### config.mk
export PLATFORM = sky130hd
export DESIGN_NAME = mtt_tester
export DESIGN_NICKNAME = d
export VERILOG_FILES = /design/src/mtt_pkg.sv /design/src/mtt_sync.sv /design/src/mtt_tester.sv
export VERILOG_INCLUDE_DIRS = /design/src /design/src/src
export SDC_FILE = /design/constraint.sdc
export NUM_CORES = 1
export LEC_CHECK = 0
export BUFFER_PORTS_ARGS = -buffer_cell sky130_fd_sc_hd__buf_2
export CAP_MARGIN = 40
export CORE_ASPECT_RATIO = 1.5
export CORE_MARGIN = 2
export CORE_UTILIZATION = 38
export CTS_CLUSTER_DIAMETER = 150
export CTS_CLUSTER_SIZE = 10
export DETAILED_ROUTE_END_ITERATION = 8
export GPL_TIMING_DRIVEN = 0
export PLACE_DENSITY = 0.56
export SLEW_MARGIN = 20
export SYNTH_ARGS = -nofsm -noshare
export SYNTH_HDL_FRONTEND = slang
export SYNTH_SLANG_ARGS = --single-unit
export TNS_END_PERCENT = 5
### constraint.sdc
create_clock -name sys_clk -period 5.5 [get_ports sys_clk]
set_input_delay 1.375 -clock sys_clk [delete_from_list [all_inputs] [get_ports sys_clk]]
set_output_delay 1.375 -clock sys_clk [all_outputs]
set_load 0.005 [all_outputs]
### src/mtt_defines.svh
`ifndef MTT_DEFINES_SVH
`define MTT_DEFINES_SVH

// bus geometry of the memory under test
`define MTT_DW 8
`define MTT_AW 8
// step counter width, enough for every address bit plus address zero
`define MTT_SW 4
// fixed location used by the data-trace test
`define MTT_DATA_ADDR 8'h00
// read wait, loaded as the rd strobe goes out: one memory turn, three
// synchroniser flops and the agree stage must pass before data are trusted
`define MTT_RD_WAIT 3'h5
`define MTT_WAIT_ZERO 3'h0
`define MTT_WAIT_ONE 3'h1
// reset values and walk constants
`define MTT_ZERO_D 8'h00
`define MTT_ZERO_A 8'h00
`define MTT_ZERO_S 4'h0
`define MTT_ONE_D 8'h01
`define MTT_TOP_D 8'h80
`define MTT_LAST_BIT 4'h7
`define MTT_LAST_ADDR_STEP 4'h8
`define MTT_ONE_S 4'h1

`endif

### src/mtt_pkg.sv
package mtt_pkg;
  `include "mtt_defines.svh"

  // ******************************
  // types
  // ******************************
  typedef enum logic [2:0] {
    MTT_IDLE = 3'b000,
    MTT_DWR = 3'b001,
    MTT_DRD = 3'b010,
    MTT_AWR = 3'b011,
    MTT_ARD = 3'b100,
    MTT_DONE = 3'b101
  } mtt_state_t;

  // memory request carried as one bundle
  typedef struct packed {
    logic wr;
    logic rd;
    logic [`MTT_AW-1:0] addr;
    logic [`MTT_DW-1:0] wdata;
  } mtt_req_t;

  // result report
  typedef struct packed {
    logic done;
    logic pass;
    logic data_fail;
    logic addr_fail;
    logic [`MTT_SW-1:0] fail_step;
    logic [`MTT_DW-1:0] fail_bits;
  } mtt_rpt_t;
endpackage : mtt_pkg

### src/mtt_sync.sv
`timescale 1ns/1ps
`include "mtt_defines.svh"
// ******************************
// three-stage input synchroniser; value moves on when stages 2 and 3 agree
// ******************************
module mtt_sync (
  input wire logic sys_clk,
  input wire logic arst_n,
  input wire logic [`MTT_DW-1:0] din,
  output logic [`MTT_DW-1:0] dout
);
  logic [`MTT_DW-1:0] s1_r;
  logic [`MTT_DW-1:0] s2_r;
  logic [`MTT_DW-1:0] s3_r;
  logic [`MTT_DW-1:0] q_r;

  // one lane per bit; stage 1 feeds only stage 2
  genvar g;
  for (g = 0; g < `MTT_DW; g++) begin : g_bit
    always_ff @(posedge sys_clk or negedge arst_n) begin
      if (!arst_n) begin
        s1_r[g] <= 1'b0;
        s2_r[g] <= 1'b0;
        s3_r[g] <= 1'b0;
        q_r[g] <= 1'b0;
      end else begin
        s1_r[g] <= din[g];
        s2_r[g] <= s1_r[g];
        s3_r[g] <= s2_r[g];
        if (s2_r[g] == s3_r[g]) begin
          q_r[g] <= s3_r[g];
        end
      end
    end
  end

  assign dout = q_r;
endmodule : mtt_sync

### src/mtt_tester.sv
`timescale 1ns/1ps
`include "mtt_defines.svh"
// Function
// - walk a single one across data bits
// - each data pattern has one bit set
// - walk order selectable, up or down
// - data test uses one fixed address
// - write, read back, advance only on match
// - flag bit failure on data mismatch
// - all address writes before any reads
// - address locations are zero and the powers of two
// - unique value per address location
module mtt_tester
  import mtt_pkg::*;
(
  input wire logic sys_clk,
  input wire logic arst_n,
  input wire logic start,
  input wire logic walk_down,
  output mtt_req_t mem_req,
  input wire logic [`MTT_DW-1:0] mem_rdata,
  output mtt_rpt_t report
);

  // ******************************
  // state
  // ******************************
  mtt_state_t state_r;
  mtt_state_t state_nxt;
  logic [`MTT_DW-1:0] pat_r;
  logic [`MTT_SW-1:0] step_r;
  logic [2:0] wait_r;
  logic rd_pend_r;
  logic dir_r;
  mtt_req_t req_r;
  mtt_rpt_t rpt_r;
  logic [`MTT_DW-1:0] rd_sync;
  logic rd_ok;
  logic [`MTT_DW-1:0] expect_d;
  logic [`MTT_AW-1:0] loc_addr;
  logic [`MTT_DW-1:0] loc_val;
  logic last_data;
  logic last_addr;

  // read data arrive from pins, so they pass the synchroniser; this costs
  // four edges of latency, which the read wait below must cover, but keeps
  // a trace that floats or rings from upsetting the compare
  mtt_sync u_sync (
    .sys_clk(sys_clk),
    .arst_n(arst_n),
    .din(mem_rdata),
    .dout(rd_sync)
  );

  // ******************************
  // pattern helpers
  // ******************************
  // step 0 is address zero, step k is address bit k-1 alone
  assign loc_addr = (step_r == `MTT_ZERO_S) ? `MTT_ZERO_A :
    (`MTT_ONE_D << (step_r - `MTT_ONE_S));
  // consecutive integers starting at 1 keep every location distinct
  assign loc_val = `MTT_DW'(step_r) + `MTT_ONE_D;
  assign expect_d = (state_r == MTT_DRD) ? pat_r : loc_val;
  assign last_data = dir_r ? (pat_r == `MTT_ONE_D) : (pat_r == `MTT_TOP_D);
  assign last_addr = (step_r == `MTT_LAST_ADDR_STEP);
  // read data are sampled when the latency counter runs out; one edge
  // early would compare the previous read, or the bus left by the write,
  // and every pattern would look failed
  assign rd_ok = rd_pend_r && (wait_r == `MTT_WAIT_ZERO);

  // ******************************
  // sequencer
  // ******************************
  // data walk first, then all address writes, then all address reads;
  // start is looked at only while idle or done, never mid-run
  always_comb begin
    state_nxt = state_r;
    case (state_r)
      MTT_IDLE: begin
        if (start) begin
          state_nxt = MTT_DWR;
        end
      end
      MTT_DWR: state_nxt = MTT_DRD;
      MTT_DRD: begin
        // a mismatch holds the step: retry until the trace reads right
        // limitation: a hard data fault never lets the run finish
        if (rd_ok && rd_sync == pat_r) begin
          state_nxt = last_data ? MTT_AWR : MTT_DWR;
        end else if (rd_ok) begin
          state_nxt = MTT_DWR;
        end
      end
      MTT_AWR: begin
        if (last_addr) begin
          state_nxt = MTT_ARD;
        end
      end
      MTT_ARD: begin
        if (rd_ok && last_addr) begin
          state_nxt = MTT_DONE;
        end
      end
      MTT_DONE: begin
        if (start) begin
          state_nxt = MTT_DWR;
        end
      end
      default: state_nxt = MTT_IDLE;
    endcase
  end

  always_ff @(posedge sys_clk or negedge arst_n) begin
    if (!arst_n) begin
      state_r <= MTT_IDLE;
    end else begin
      state_r <= state_nxt;
    end
  end

  // ******************************
  // walking one and step counter
  // ******************************
  // the walking bit serves only the data test, one step count serves both tests; the step count
  // is cleared between them so address zero is always the first location
  always_ff @(posedge sys_clk or negedge arst_n) begin
    if (!arst_n) begin
      pat_r <= `MTT_ONE_D;
      dir_r <= 1'b0;
      step_r <= `MTT_ZERO_S;
    end else if (state_r == MTT_IDLE || state_r == MTT_DONE) begin
      // order latched at start so it cannot change mid-walk
      dir_r <= walk_down;
      pat_r <= walk_down ? `MTT_TOP_D : `MTT_ONE_D;
      step_r <= `MTT_ZERO_S;
    end else if (state_r == MTT_DRD && rd_ok && rd_sync == pat_r) begin
      if (last_data) begin
        step_r <= `MTT_ZERO_S;
      end else begin
        pat_r <= dir_r ? (pat_r >> 1) : (pat_r << 1);
        step_r <= step_r + `MTT_ONE_S;
      end
    end else if (state_r == MTT_AWR) begin
      step_r <= last_addr ? `MTT_ZERO_S : step_r + `MTT_ONE_S;
    end else if (state_r == MTT_ARD && rd_ok && !last_addr) begin
      step_r <= step_r + `MTT_ONE_S;
    end
  end

  // ******************************
  // memory requests
  // ******************************
  // strobes last one cycle; address and data stay put until the next
  // request, so a slow memory still sees a settled address. a read
  // blocks further requests until its wait has run out
  always_ff @(posedge sys_clk or negedge arst_n) begin
    if (!arst_n) begin
      req_r <= '0;
      rd_pend_r <= 1'b0;
      wait_r <= `MTT_WAIT_ZERO;
    end else begin
      req_r.wr <= 1'b0;
      req_r.rd <= 1'b0;
      if (state_r == MTT_DWR) begin
        req_r.wr <= 1'b1;
        req_r.addr <= `MTT_DATA_ADDR;
        req_r.wdata <= pat_r;
      end else if (state_r == MTT_AWR) begin
        req_r.wr <= 1'b1;
        req_r.addr <= loc_addr;
        req_r.wdata <= loc_val;
      end else if ((state_r == MTT_DRD || state_r == MTT_ARD) &&
                   !rd_pend_r) begin
        req_r.rd <= 1'b1;
        req_r.addr <= (state_r == MTT_DRD) ? `MTT_DATA_ADDR : loc_addr;
        rd_pend_r <= 1'b1;
        // covers the memory turn plus the whole synchroniser path; a
        // memory slower than one turn needs this count raised
        wait_r <= `MTT_RD_WAIT;
      end else if (rd_pend_r && wait_r != `MTT_WAIT_ZERO) begin
        wait_r <= wait_r - `MTT_WAIT_ONE;
      end else if (rd_ok) begin
        rd_pend_r <= 1'b0;
      end
    end
  end

  // ******************************
  // result report
  // ******************************
  // a new start wipes the old report; flags are sticky within a run so
  // a retrying data step cannot hide its first failure
  always_ff @(posedge sys_clk or negedge arst_n) begin
    if (!arst_n) begin
      rpt_r <= '0;
    end else if ((state_r == MTT_IDLE || state_r == MTT_DONE) && start) begin
      rpt_r <= '0;
    end else begin
      if (rd_ok && (state_r == MTT_DRD || state_r == MTT_ARD) &&
          rd_sync != expect_d) begin
        // first failure kept; later ones only accumulate flags
        if (!rpt_r.data_fail && !rpt_r.addr_fail) begin
          rpt_r.fail_step <= step_r;
          rpt_r.fail_bits <= rd_sync ^ expect_d;
        end
        if (state_r == MTT_DRD) begin
          rpt_r.data_fail <= 1'b1;
        end else begin
          rpt_r.addr_fail <= 1'b1;
        end
      end
      if (state_r == MTT_ARD && state_nxt == MTT_DONE) begin
        rpt_r.done <= 1'b1;
        rpt_r.pass <= !rpt_r.data_fail && !rpt_r.addr_fail &&
          (rd_sync == expect_d);
      end
    end
  end

  assign mem_req = req_r;
  assign report = rpt_r;
endmodule : mtt_tester

==> impl_results.md, run 1 <==
* LEAKAGE at about 2.1 nW
* Worst hold path endpoint: u_sync.s2_r[6]$_DFF_PN0_
* DRC violations left at 0
* Cell Area, Synth at between 0.003 and 0.004 sq mm
* Top post-synthesis cells by area: dfrtp_1 56%, nand2_1 5.5%, o21ai_0 3.8%
* Wire per inst at between 10 and 15 microns
* Flop2flop setup slack at just under 3000 ps
* Slowest-stage cell, CP: o31ai_1
* CP Capture Type: flip-flop
* Initial DRC Count at 110
* Largest net degree at the start of global routing at between 50 and 60
* DR pass1 iterations at 4
* Die width at roughly 86 microns
* First-pass GRT wire length at ~13 mm
* # hold bufs at CTS at 0
* Path type of the worst setup path: reg -> reg
* # fillers at just over 900
* Die area at ~0.011 sq mm
* Setup bufs post-CTS at 0
* Syn_nets at roughly 370
* Predominant post-synthesis flop cell: dfrtp_1
* Post-Layout Cell Count at 532
* HPWL Detailed at 5.989 mm
* Total CTS buffers at 9
* Register area share after synthesis at roughly 56%
* Final Critical Period at 2618 ps
* Post-synth top cells: 85 x dfrtp_1, 56 x nand2_1, 29 x o21ai_0, 14 x a21oi_1, 14 x nor2_1
* Final antenna-violating net count at 0
* Clock slew at reported path FFs at approximately 60 ps
* Io pins at 46
* Drt via density at 5.096
* Setup repair after global routing missed its margin: false
* Mean Syn Cell Area at ~11 sq um
* WP buf/inv at 3
* Synth area leader: dfrtp_1
* Max Fclk at 381.9 MHz
* Initial antenna violation count at 0
* CTS-repair resized insts at 0
* Crit path max-delay family: compound AO/OA/AOI/OAI gates
* Final nets at about 430
* Max Root-Sink Buffers at 2
* Cells after Synth at ~360
* Final Instance Area at 0.004522 sq mm
* Synth Warn # at 0
* Max-slew violation count at 0
* Worst Hold Depth at 0
* Row count at between 40 and 50
* CP Data Arrival Time at approximately 2900 ps
* Tot GR Track Use at between 10% and 20%
* Crit path cell chain: clkbuf_1 -> inv_1 -> ha_1 -> and3_1 -> clkbuf_1 -> o31ai_1 -> o211ai_1 -> a21o_1 -> o21ai_0
* Most common cell in the netlist: dfrtp_1
* CORE AREA at 0.009744 sq mm
* Final Hold Vio Count at 0
* Clk_lat worst skew at approximately 340 ps
* Peak supply drop at 0.1774 mV
* Max Cap Viol at 0
* Routed WL at 7.875 mm
* Final GP Congestion at 0.8220
* ANT cells at 0
* Synth top area share at a little under three fifths
* Max incr delay on CP at 500 ps
* Flops & latches, synth at 86
* Total power at approximately 0.0022 W
* P&R area growth vs syn at 18.22%
* Kind of launch point of the worst setup path: flip-flop
* Setup Viol. Count Final at 0
* Crit-path max FO at 8
* Max_slew headroom at slightly below 60%
* Setup TNS at 0 ps
* Die height at 126.9 microns
* DR vias at approximately 2.7k
* Worst Path Required at 5760 ps
* Async SR Flop Fraction at 100.0%
* Hold_sp: u_sync.s1_r[6]$_DFF_PN0_
* Number of synthesized flops with an enable pin at 0
* CTS tree: built
* Cell variety after synth at 45
* CTS root buf: clkbuf_16
* Clk sink count at between 80 and 90
* Fin crit share at around 48%
* Worst Hold Class: reg -> reg
* P per Cell Area at about 490 mW/mm^2
* Status: finished, final reports clean
* Placed cells at 516
* Top cell by count, worst path: clkbuf_1
* Cell Area, Placed at around 0.0042 sq mm
* Layout cell share with drive strength beyond 1 at 18.71%
* Starting density of the core at between 30% and 40%
* Worst r2r src: step_r[0]$_DFFE_PN0P_
* Overflow after GRT at 0
* Cells on worst reg2reg path at 9
* Clk_skew at approximately 6.7 ps
* R2R Path End: step_r[2]$_DFFE_PN0P_
* H-tree Lvls at 3
* Vias in the first global route at around 2.7k
* Worst Max-Slew Pin Slew at approximately 600 ps
* Port bufs at 45
* Min Hold Slack at roughly 350 ps
-- through the flow --
step                      util [%]  worst slack, ps
after floorplan                  -             3392
after global placement       43.04             2345
after detailed placement     43.35             2869
after CTS                    46.40             2835
after global routing         46.40             2635
final                        46.40             2882
-- logic make-up (layout without fill, tap and decap cells) --
family	after synthesis	after routing	share of synthesized area, %
xor gates and xnor gates	20	20	4.580
buffers and inverters	24	86	2.453
muxes	19	19	5.168
adders and majority gates	15	15	4.383
DFF	86	86	56.30
AOI/OAI and AO/OA	70	70	11.38
and+or+nand+nor	121	121	15.73
-- registers in the layout, summed over array words and instances, names as in the netlist --
signal and flops:
step_r 4, u_sync.s3_r 8, u_sync.s2_r 8, state_r 3, mem_req 18, dir_r 1, wait_r 3, u_sync.dout 8
u_sync.s1_r 8, pat_r 8, report 16, rd_pend_r 1
-- routing by layer --
layer | GRT usage (%) | routed length [microns] | vias up
li1 | - | - | 1345
met1 | 18.04 | 3176 | 1308
met2 | 27.36 | 4245 | 44
met3 | 3.709 | 235 | 14
met4 | 7.750 | 218 | 0
met5 | 0 | 0 | -
-- layout by cell type (no fill, tap or decap), types with 8 or more instances in the layout --
master,count
nand3_1,8
nand2_1,56
clkbuf_1,14
o21ai_0,29
a21oi_1,14
mux2i_1,13
buf_2,46
maj3_1,8
a22o_1,8
xor2_1,11
xnor2_1,9
dfrtp_1,85
inv_1,8
nor2_1,14
nand2b_1,8
clkbuf_16,9
-- cell type report --
type | count | area, sq um | share of cell area, %
multi-input cells | 245 | 1578 | 34.89
inverters | 8 | 30.03 | 0.6641
clock inverters | 6 | 68.82 | 1.522
repair buffers | 46 | 255.2 | 5.645
flip-flops and latches | 86 | 2153 | 47.62
well taps | 115 | 143.9 | 3.182
plain buffers | 16 | 63.81 | 1.411
clock buffers | 10 | 229.0 | 5.064
-- worst max path at each step --
| stage | to | cells after the start | from | slack (ps) |
|---|---|---|---|---|
| after detailed placement | step_r[2]$_DFFE_PN0P_ | 9 | step_r[0]$_DFFE_PN0P_ | 2870 |
| after floorplan | step_r[2]$_DFFE_PN0P_ | 9 | step_r[0]$_DFFE_PN0P_ | 3390 |
| after global routing | step_r[2]$_DFFE_PN0P_ | 9 | step_r[0]$_DFFE_PN0P_ | 2630 |
| after CTS | step_r[2]$_DFFE_PN0P_ | 9 | step_r[0]$_DFFE_PN0P_ | 2840 |
| after global placement | u_sync.s1_r[4]$_DFF_PN0_ | 1 | arst_n | 2340 |
| final | step_r[2]$_DFFE_PN0P_ | 9 | step_r[0]$_DFFE_PN0P_ | 2880 |
-- where the power goes --
| part | switching, W | internal, W |
|---|---|---|
| logic | 0.000441 | 0.000306 |
| clock network | 0.000247 | 0.000356 |
| registers | 0.0000939 | 0.000764 |
| total | 0.000782 | 0.00143 |
Power figures use the tool's default switching activity.
==> run 2: changes to the inputs <==
Settings changed: ABC_AREA set to 1.
Clock period 5.5 ns to 2.7 ns, I/O delays scaled along.
==> impl_results.md, run 2 <==
* Max_slew headroom at 67.26% (+8.1 points)
* ANT cells at 0 (unchanged)
* Worst Hold Class: in -> async
* Peak supply drop at 0.4222 mV (+140%)
* CP Data Arrival Time at 2420 ps (-460 ps)
* Crit path cell chain: inv_1 -> ha_1 -> nand2_1 -> nand2_1 -> nand2_1 -> nand2_1 -> nand2_1 -> nor2_4 -> nand2_4 -> buf_2 -> nand4_1 -> nand2_1
* Kind of launch point of the worst setup path: flip-flop
* Cells after Synth at 434 (+22%)
* Slowest-stage cell, CP: dfrtp_1
* Worst Max-Slew Pin Slew at 485.9 ps (-120.9 ps)
* Setup slack after placement at 512.4 ps (-2356 ps)
* CTS tree: built
* Wire per inst at 14.64 microns (-1.1%)
* Row count at 45 (+2.3%)
* First-pass GRT wire length at 14.90 mm (+12%)
* Initial antenna violation count at 0 (unchanged)
* Switch Pwr at 0.001880 W (+140%)
* Die area at 0.01119 sq mm (+2.7%)
* Final Instance Area at 0.004638 sq mm (+2.6%)
* DR pass1 iterations at 5 (+1)
* Post-synth top cells: 93 x nand2_1, 85 x dfrtp_1, 52 x inv_1, 46 x nand3_1
* Clock network power share at 26.7% (-0.6 points)
* Most common cell in the netlist: nand2_1
* Layout cell share with drive strength beyond 1 at 17.34% (-1.4 points)
* CTS root buf: clkbuf_16
* Largest net degree at the start of global routing at 50 (-9.1%)
* Clk_lat worst skew at 340 ps (about the same)
* Max layer used: met4
* Setup TNS at 0 ps (unchanged)
* Final antenna-violating net count at 0 (unchanged)
* Setup repair after global routing missed its margin: false
* Final GP Congestion at 0.8675 (+5.5%)
* P per Cell Area at 1027 mW/mm^2 (+110%)
* Syn_nets at 453 (+21%)
* Clk_skew at 7.020 ps (+0.3004 ps)
* LEAKAGE at 2.421 nW (+15%)
* Synth area leader: dfrtp_1
* DR WL met3 at 231 microns (-1.7%)
* Max Root-Sink Buffers at 2 (unchanged)
* Drt via density at 4.964 (-2.6%)
* HPWL Detailed at 6.992 mm (+17%)
* Flops & latches, synth at 86 (unchanged)
* Mean Syn Cell Area at 9.058 sq um (-16%)
* Logic gate share of total power at 37.1% (+3.3 points)
* Total CTS buffers at 9 (unchanged)
* Cell variety after synth at 35 (-22%)
* Total power at 0.004764 W (+120%)
* Most frequent cells in the layout: 93 x nand2_1, 85 x dfrtp_1, 52 x inv_1
* Overflow after GRT at 0 (unchanged)
* Predominant post-synthesis flop cell: dfrtp_1
* CP Capture Type: flip-flop
* Starting density of the core at 39.01% (-0.25 points)
* Most common cell after layout, fill and taps aside: nand2_1
* Status: finished, final reports clean
* H-tree Lvls at 3 (unchanged)
* Die height at 128.6 microns (+1.3%)
* Routed WL at 8.976 mm (+14%)
* Clock slew at reported path FFs at 70 ps (about the same)
* P_int at 0.002884 W (+100%)
* DRC violations left at 0 (unchanged)
* Io pins at 46 (unchanged)
* Initial DRC Count at 155 (+41%)
* Fin crit share at 81.00% (+33 points)
* P&R area growth vs syn at 17.98%
* WP buf/inv at 2 (-1)
* Synth Warn # at 0 (unchanged)
* CORE AREA at 0.01008 sq mm (+3.4%)
* Async SR Flop Fraction at 100.0% (unchanged)
* DR vias at 3,043 (+12%)
* Synth top area share at 54.11% (-1.5 points)
* Die width at 87.05 microns (+1.3%)
* CTS-repair resized insts at 0 (unchanged)
* Register area share after synthesis at 54.77% (-1.5 points)
* Top post-synthesis cells by area: dfrtp_1 54%, nand2_1 8.9%, nand3_1 5.9%
* Crit-path max FO at 10 (+2)
* Vias in the first global route at 2,950 (+7.5%)
* # hold bufs at CTS at 0 (unchanged)
* Top cell by count, worst path: nand2_1
* Max Cap Viol at 0 (unchanged)
* Largest register FFs at 18 (unchanged)
* Final Hold Vio Count at 0 (unchanged)
* Setup Viol. Count Final at 0 (unchanged)
* Max incr delay on CP at 550 ps (+50 ps)
* Setup bufs post-CTS at 0 (unchanged)
* Sequential power share at 36.2% (-2.7 points)
* Final nets at 510 (+18%)
* Metal-1 WL at 3.662 mm (+15%)
* Cell Area, Placed at 0.004333 sq mm (+2.6%)
* Path type of the worst setup path: reg -> reg
* Number of synthesized flops with an enable pin at 0 (unchanged)
* Max-slew violation count at 0 (unchanged)
* Sw frac at 39.46% (+4.0 points)
* Clk sink count at 86 (unchanged)
* Final Critical Period at 2187 ps (-431.3 ps)
* Tot GR Track Use at 17.48% (+1.7 points)
* Max Fclk at 457.2 MHz (+20%)
* WL met2 at 4.914 mm (+16%)
* Crit path max-delay family: simple AND/OR/NAND/NOR gates
* Worst Path Required at 2930 ps (-2830 ps)
* Port bufs at 45 (unchanged)
* Cell Area, Synth at 0.003931 sq mm (+2.8%)
* Min setup slack post-route at 512.9 ps (-2369 ps)
## run 2: path summary, 6_finish.rpt
| check | slack (ps) | startpoint | depth (start not counted) | endpoint |
|---|---|---|---|---|
| worst min register to register | 350 | u_sync.s1_r[6]$_DFF_PN0_ | 0 | u_sync.s2_r[6]$_DFF_PN0_ |
| max in group asynchronous | 1750 | arst_n | 2 | pat_r[0]$_DFFE_PN1P_ |
| worst max-delay path | 510 | step_r[0]$_DFFE_PN0P_ | 12 | report[2]$_DFFE_PN0P_ |
| worst max register to register | 510 | step_r[0]$_DFFE_PN0P_ | 12 | report[2]$_DFFE_PN0P_ |
| min in group sys_clk | 350 | u_sync.s1_r[6]$_DFF_PN0_ | 0 | u_sync.s2_r[6]$_DFF_PN0_ |
| worst min-delay path | 290 | arst_n | 1 | mem_req[16]$_DFF_PN0_ |
## run 2: cells by family after synthesis
kind of cell | Yosys count | share of synthesized area [%]
flops | 86 | 54.77
fa+ha+maj | 15 | 4.265
xor+xnor | 6 | 1.337
buf+inv | 70 | 7.416
simple gates | 206 | 24.67
compound gates | 51 | 7.543
## run 2: area by class of cell
type	instances	area (sq um)
Fill cell	1007	5440
Sequential cell	86	2153
Multi-Input combinational cell	278	1486
Timing Repair Buffer	46	255.2
Clock buffer	9	225.2
Inverter	56	212.7
Tap cell	117	146.4
Clock inverter	7	80.08
Buffer	14	78.83
## run 2: power groups by stage
stage	logic, W	registers, W	clock network [W]
2_1_floorplan	0.00125	0.00173	0
3_3_place_gp	0.00175	0.00174	0
3_5_place_dp	0.00179	0.00175	0
4_1_cts	0.00179	0.00173	0.00130
5_1_grt	0.00203	0.00177	0.00135
6_report	0.00177	0.00172	0.00127
## run 2: worst reg2reg max path, cell delays in order, from the launching register on
cell     delay (ps)
dfrtp_1         550
inv_1           220
ha_1            410
nand2_1          90
nand2_1          60
nand2_1          50
nand2_1          80
nand2_1          80
nor2_4          120
nand2_4          80
buf_2           180
nand4_1          90
nand2_1          60
## run 2: through the flow
step           cells  utilization [%]  hold slack (ps)
3_5_place_dp     597            42.99            334.7
4_1_cts          613            46.02            315.0
2_1_floorplan    434                -            331.2
6_report         613            46.02            286.5
5_1_grt          613            46.02            334.5
3_3_place_gp     596            42.69            332.3
## run 2: layer usage
layer	up-vias	track usage, %
met4	0	6.250
met1	1437	20.19
met3	15	3.913
li1	1547	-
met2	44	31.25
met5	-	0
==> run 3: changes to the inputs <==
Settings changed: ABC_AREA 1 to 0.
Clock period 2.7 ns to 2.1 ns, I/O delays scaled along.
==> impl_results.md, run 3 (synthesis results as in run 1) <==
* Peak supply drop at 0.5491 mV (+30%)
* Max Fclk at 470.2 MHz (+2.8%)
* Starting density of the core at 39.25% (+0.25 points)
* Max_slew headroom at 61.47% (-5.8 points)
* Crit-path max FO at 8 (-2)
* Status: complete, but fails checks
* CTS tree: built
* P&R area growth vs syn at 26.46%
* Slowest-stage cell, CP: or3b_4
* Final Critical Period at 2127 ps (-60.11 ps)
* Row count at 44 (-2.2%)
* DRC violations left at 0 (unchanged)
* Kind of launch point of the worst setup path: flip-flop
* Tot GR Track Use at 17.00% (-0.48 points)
* Most common cell after layout, fill and taps aside: dfrtp_1
* Initial antenna violation count at 0 (unchanged)
* DR vias at 2,818 (-7.4%)
* Final antenna-violating net count at 0 (unchanged)
* Initial DRC Count at 149 (-3.9%)
* Max incr delay on CP at 440 ps (-110 ps)
* Wire per inst at 15.84 microns (+8.2%)
* Vias in the first global route at 2,984 (+1.2%)
* Total CTS buffers at 9 (unchanged)
* Overflow after GRT at 0 (unchanged)
* Setup TNS at -133.0 ps (-133.0 ps)
* Cells on worst reg2reg path at 7 (-5)
* Die width at 85.92 microns (-1.3%)
* Clk sink count at 86 (unchanged)
* Setup Viol. Count Final at 7 (+7)
* DR pass1 iterations at 4 (-1)
* Die height at 126.9 microns (-1.3%)
* Flop2flop setup slack at -30 ps (-540 ps)
* CORE AREA at 0.009744 sq mm (-3.3%)
* Min setup slack post-route at -26.94 ps (-539.9 ps)
* Max Cap Viol at 0 (unchanged)
* Largest register FFs at 18 (unchanged)
* Total power at 0.006237 W (+31%)
* Max Root-Sink Buffers at 2 (unchanged)
* Layout cell share with drive strength beyond 1 at 30.35% (+13 points)
* Path type of the worst setup path: reg -> reg
* Die area at 0.01090 sq mm (-2.6%)
* Final Hold Vio Count at 0 (unchanged)
* Port bufs at 45 (unchanged)
* Worst Hold Class: in -> async
* Largest net degree at the start of global routing at 45 (-10%)
* Clock slew at reported path FFs at 60 ps (about the same)
* LEAKAGE at 2.188 nW (-9.6%)
* HPWL Detailed at 6.129 mm (-12%)
* Clk_skew at 8.498 ps (+1.479 ps)
* CTS root buf: clkbuf_16
* Setup repair after global routing missed its margin: true
* Io pins at 46 (unchanged)
* Worst setup path endpoint: report[9]$_DFFE_PN0P_
* Routed WL at 8.555 mm (-4.7%)
* CP Capture Type: flip-flop
* Worst Path Required at 2320 ps (-610 ps)
* Launch point of the worst path: state_r[0]$_DFF_PN0_
* Clk_lat worst skew at 340 ps (about the same)
* Fin crit share at 101.3% (+20 points)
* Max-slew violation count at 0 (unchanged)
* Core Util, Final at 49.64% (+3.6 points)
* Final nets at 439 (-14%)
* Worst Max-Slew Pin Slew at 577.9 ps (+91.99 ps)
* Drt via density at 5.219 (+5.1%)
* R2R Path End: report[9]$_DFFE_PN0P_
* Final GP Congestion at 0.8451 (-2.6%)
* Crit path cell chain: or3b_4 -> a31o_4 -> xnor2_4 -> nor4_4 -> a21oi_4 -> buf_12 -> mux2i_1
* H-tree Lvls at 3 (unchanged)
* P per Cell Area at 1289 mW/mm^2 (+26%)
* CP Data Arrival Time at 2340 ps (-80 ps)
* Most frequent cells in the layout: 78 x dfrtp_1, 55 x nand2_1, 44 x buf_2
* Failing checks: negative setup slack
* Worst r2r src: state_r[0]$_DFF_PN0_
* First-pass GRT wire length at 14.46 mm (-3.0%)
* ANT cells at 0 (unchanged)
## run 3: how the worst min path moves through the flow
stage                             start                  endpoint  slack [ps]  cells past startpoint
2_1_floorplan                    arst_n         dir_r$_DFFE_PN0N_         230                      0
3_3_place_gp   u_sync.s1_r[5]$_DFF_PN0_  u_sync.s2_r[5]$_DFF_PN0_         330                      0
3_5_place_dp   u_sync.s1_r[7]$_DFF_PN0_  u_sync.s2_r[7]$_DFF_PN0_         340                      0
4_1_cts                          arst_n  u_sync.s1_r[7]$_DFF_PN0_         200                      1
5_1_grt                          arst_n     report[6]$_DFFE_PN0P_         220                      1
6_report                         arst_n     report[9]$_DFFE_PN0P_         190                      1
## run 3: worst max-delay path, delay by kind of cell (launching register included)
kind	cells	cell delay, ps
simple gates	2	820
flops	1	410
compound gates	2	360
buf+inv	1	160
xor+xnor	1	140
mux	1	110
## run 3: report_power, final
| group | internal, W | total [W] | switching (W) |
|---|---|---|---|
| Sequential | 0.00201 | 0.00227 | 0.000265 |
| Combinational | 0.00115 | 0.00250 | 0.00135 |
| Clock | 0.000811 | 0.00147 | 0.000655 |
| Total | 0.00397 | 0.00624 | 0.00227 |
## run 3: layout make-up
| cell class | instances | area (sq um) |
|---|---|---|
| Clock buffer | 10 | 229.0 |
| Timing Repair Buffer | 58 | 362.8 |
| Buffer | 12 | 83.83 |
| Sequential cell | 86 | 2162 |
| Clock inverter | 6 | 47.55 |
| Fill cell | 891 | 4907 |
| Multi-Input combinational cell | 245 | 1774 |
| Inverter | 8 | 33.78 |
| Tap cell | 115 | 143.9 |
## run 3: per-stage QoR
step / std cells / cell area, sq um / setup slack [ps] / hold slack, ps
3_3_place_gp: 515 / 4199 / -381.5 / 332.6
6_report: 540 / 4837 / -26.94 / 186.6
4_1_cts: 541 / 4718 / -17.70 / 196.2
2_1_floorplan: 355 / 3830 / 19.29 / 229.4
5_1_grt: 540 / 4837 / -86.00 / 217.4
3_5_place_dp: 516 / 4222 / -432.9 / 336.5
## run 3: repair_timing
action,in CTS,in global routing
hold buffers,0,0
setup endpoints to repair,32,37
buffers inserted,10,3
endpoints found under the hold margin,0,0
gates resized for setup,32,32
pin swaps,5,8
## run 3: routing by layer
| layer | vias up | global-route usage [%] | part of all wire [%] | routed length (microns) |
|---|---|---|---|---|
| met5 | - | 0 | 0 | 0 |
| li1 | 1359 | - | - | - |
| met2 | 46 | 29.82 | 55 | 4677 |
| met1 | 1399 | 19.42 | 40 | 3434 |
| met4 | 0 | 8.030 | 2.5 | 210 |
| met3 | 14 | 3.513 | 2.7 | 231 |
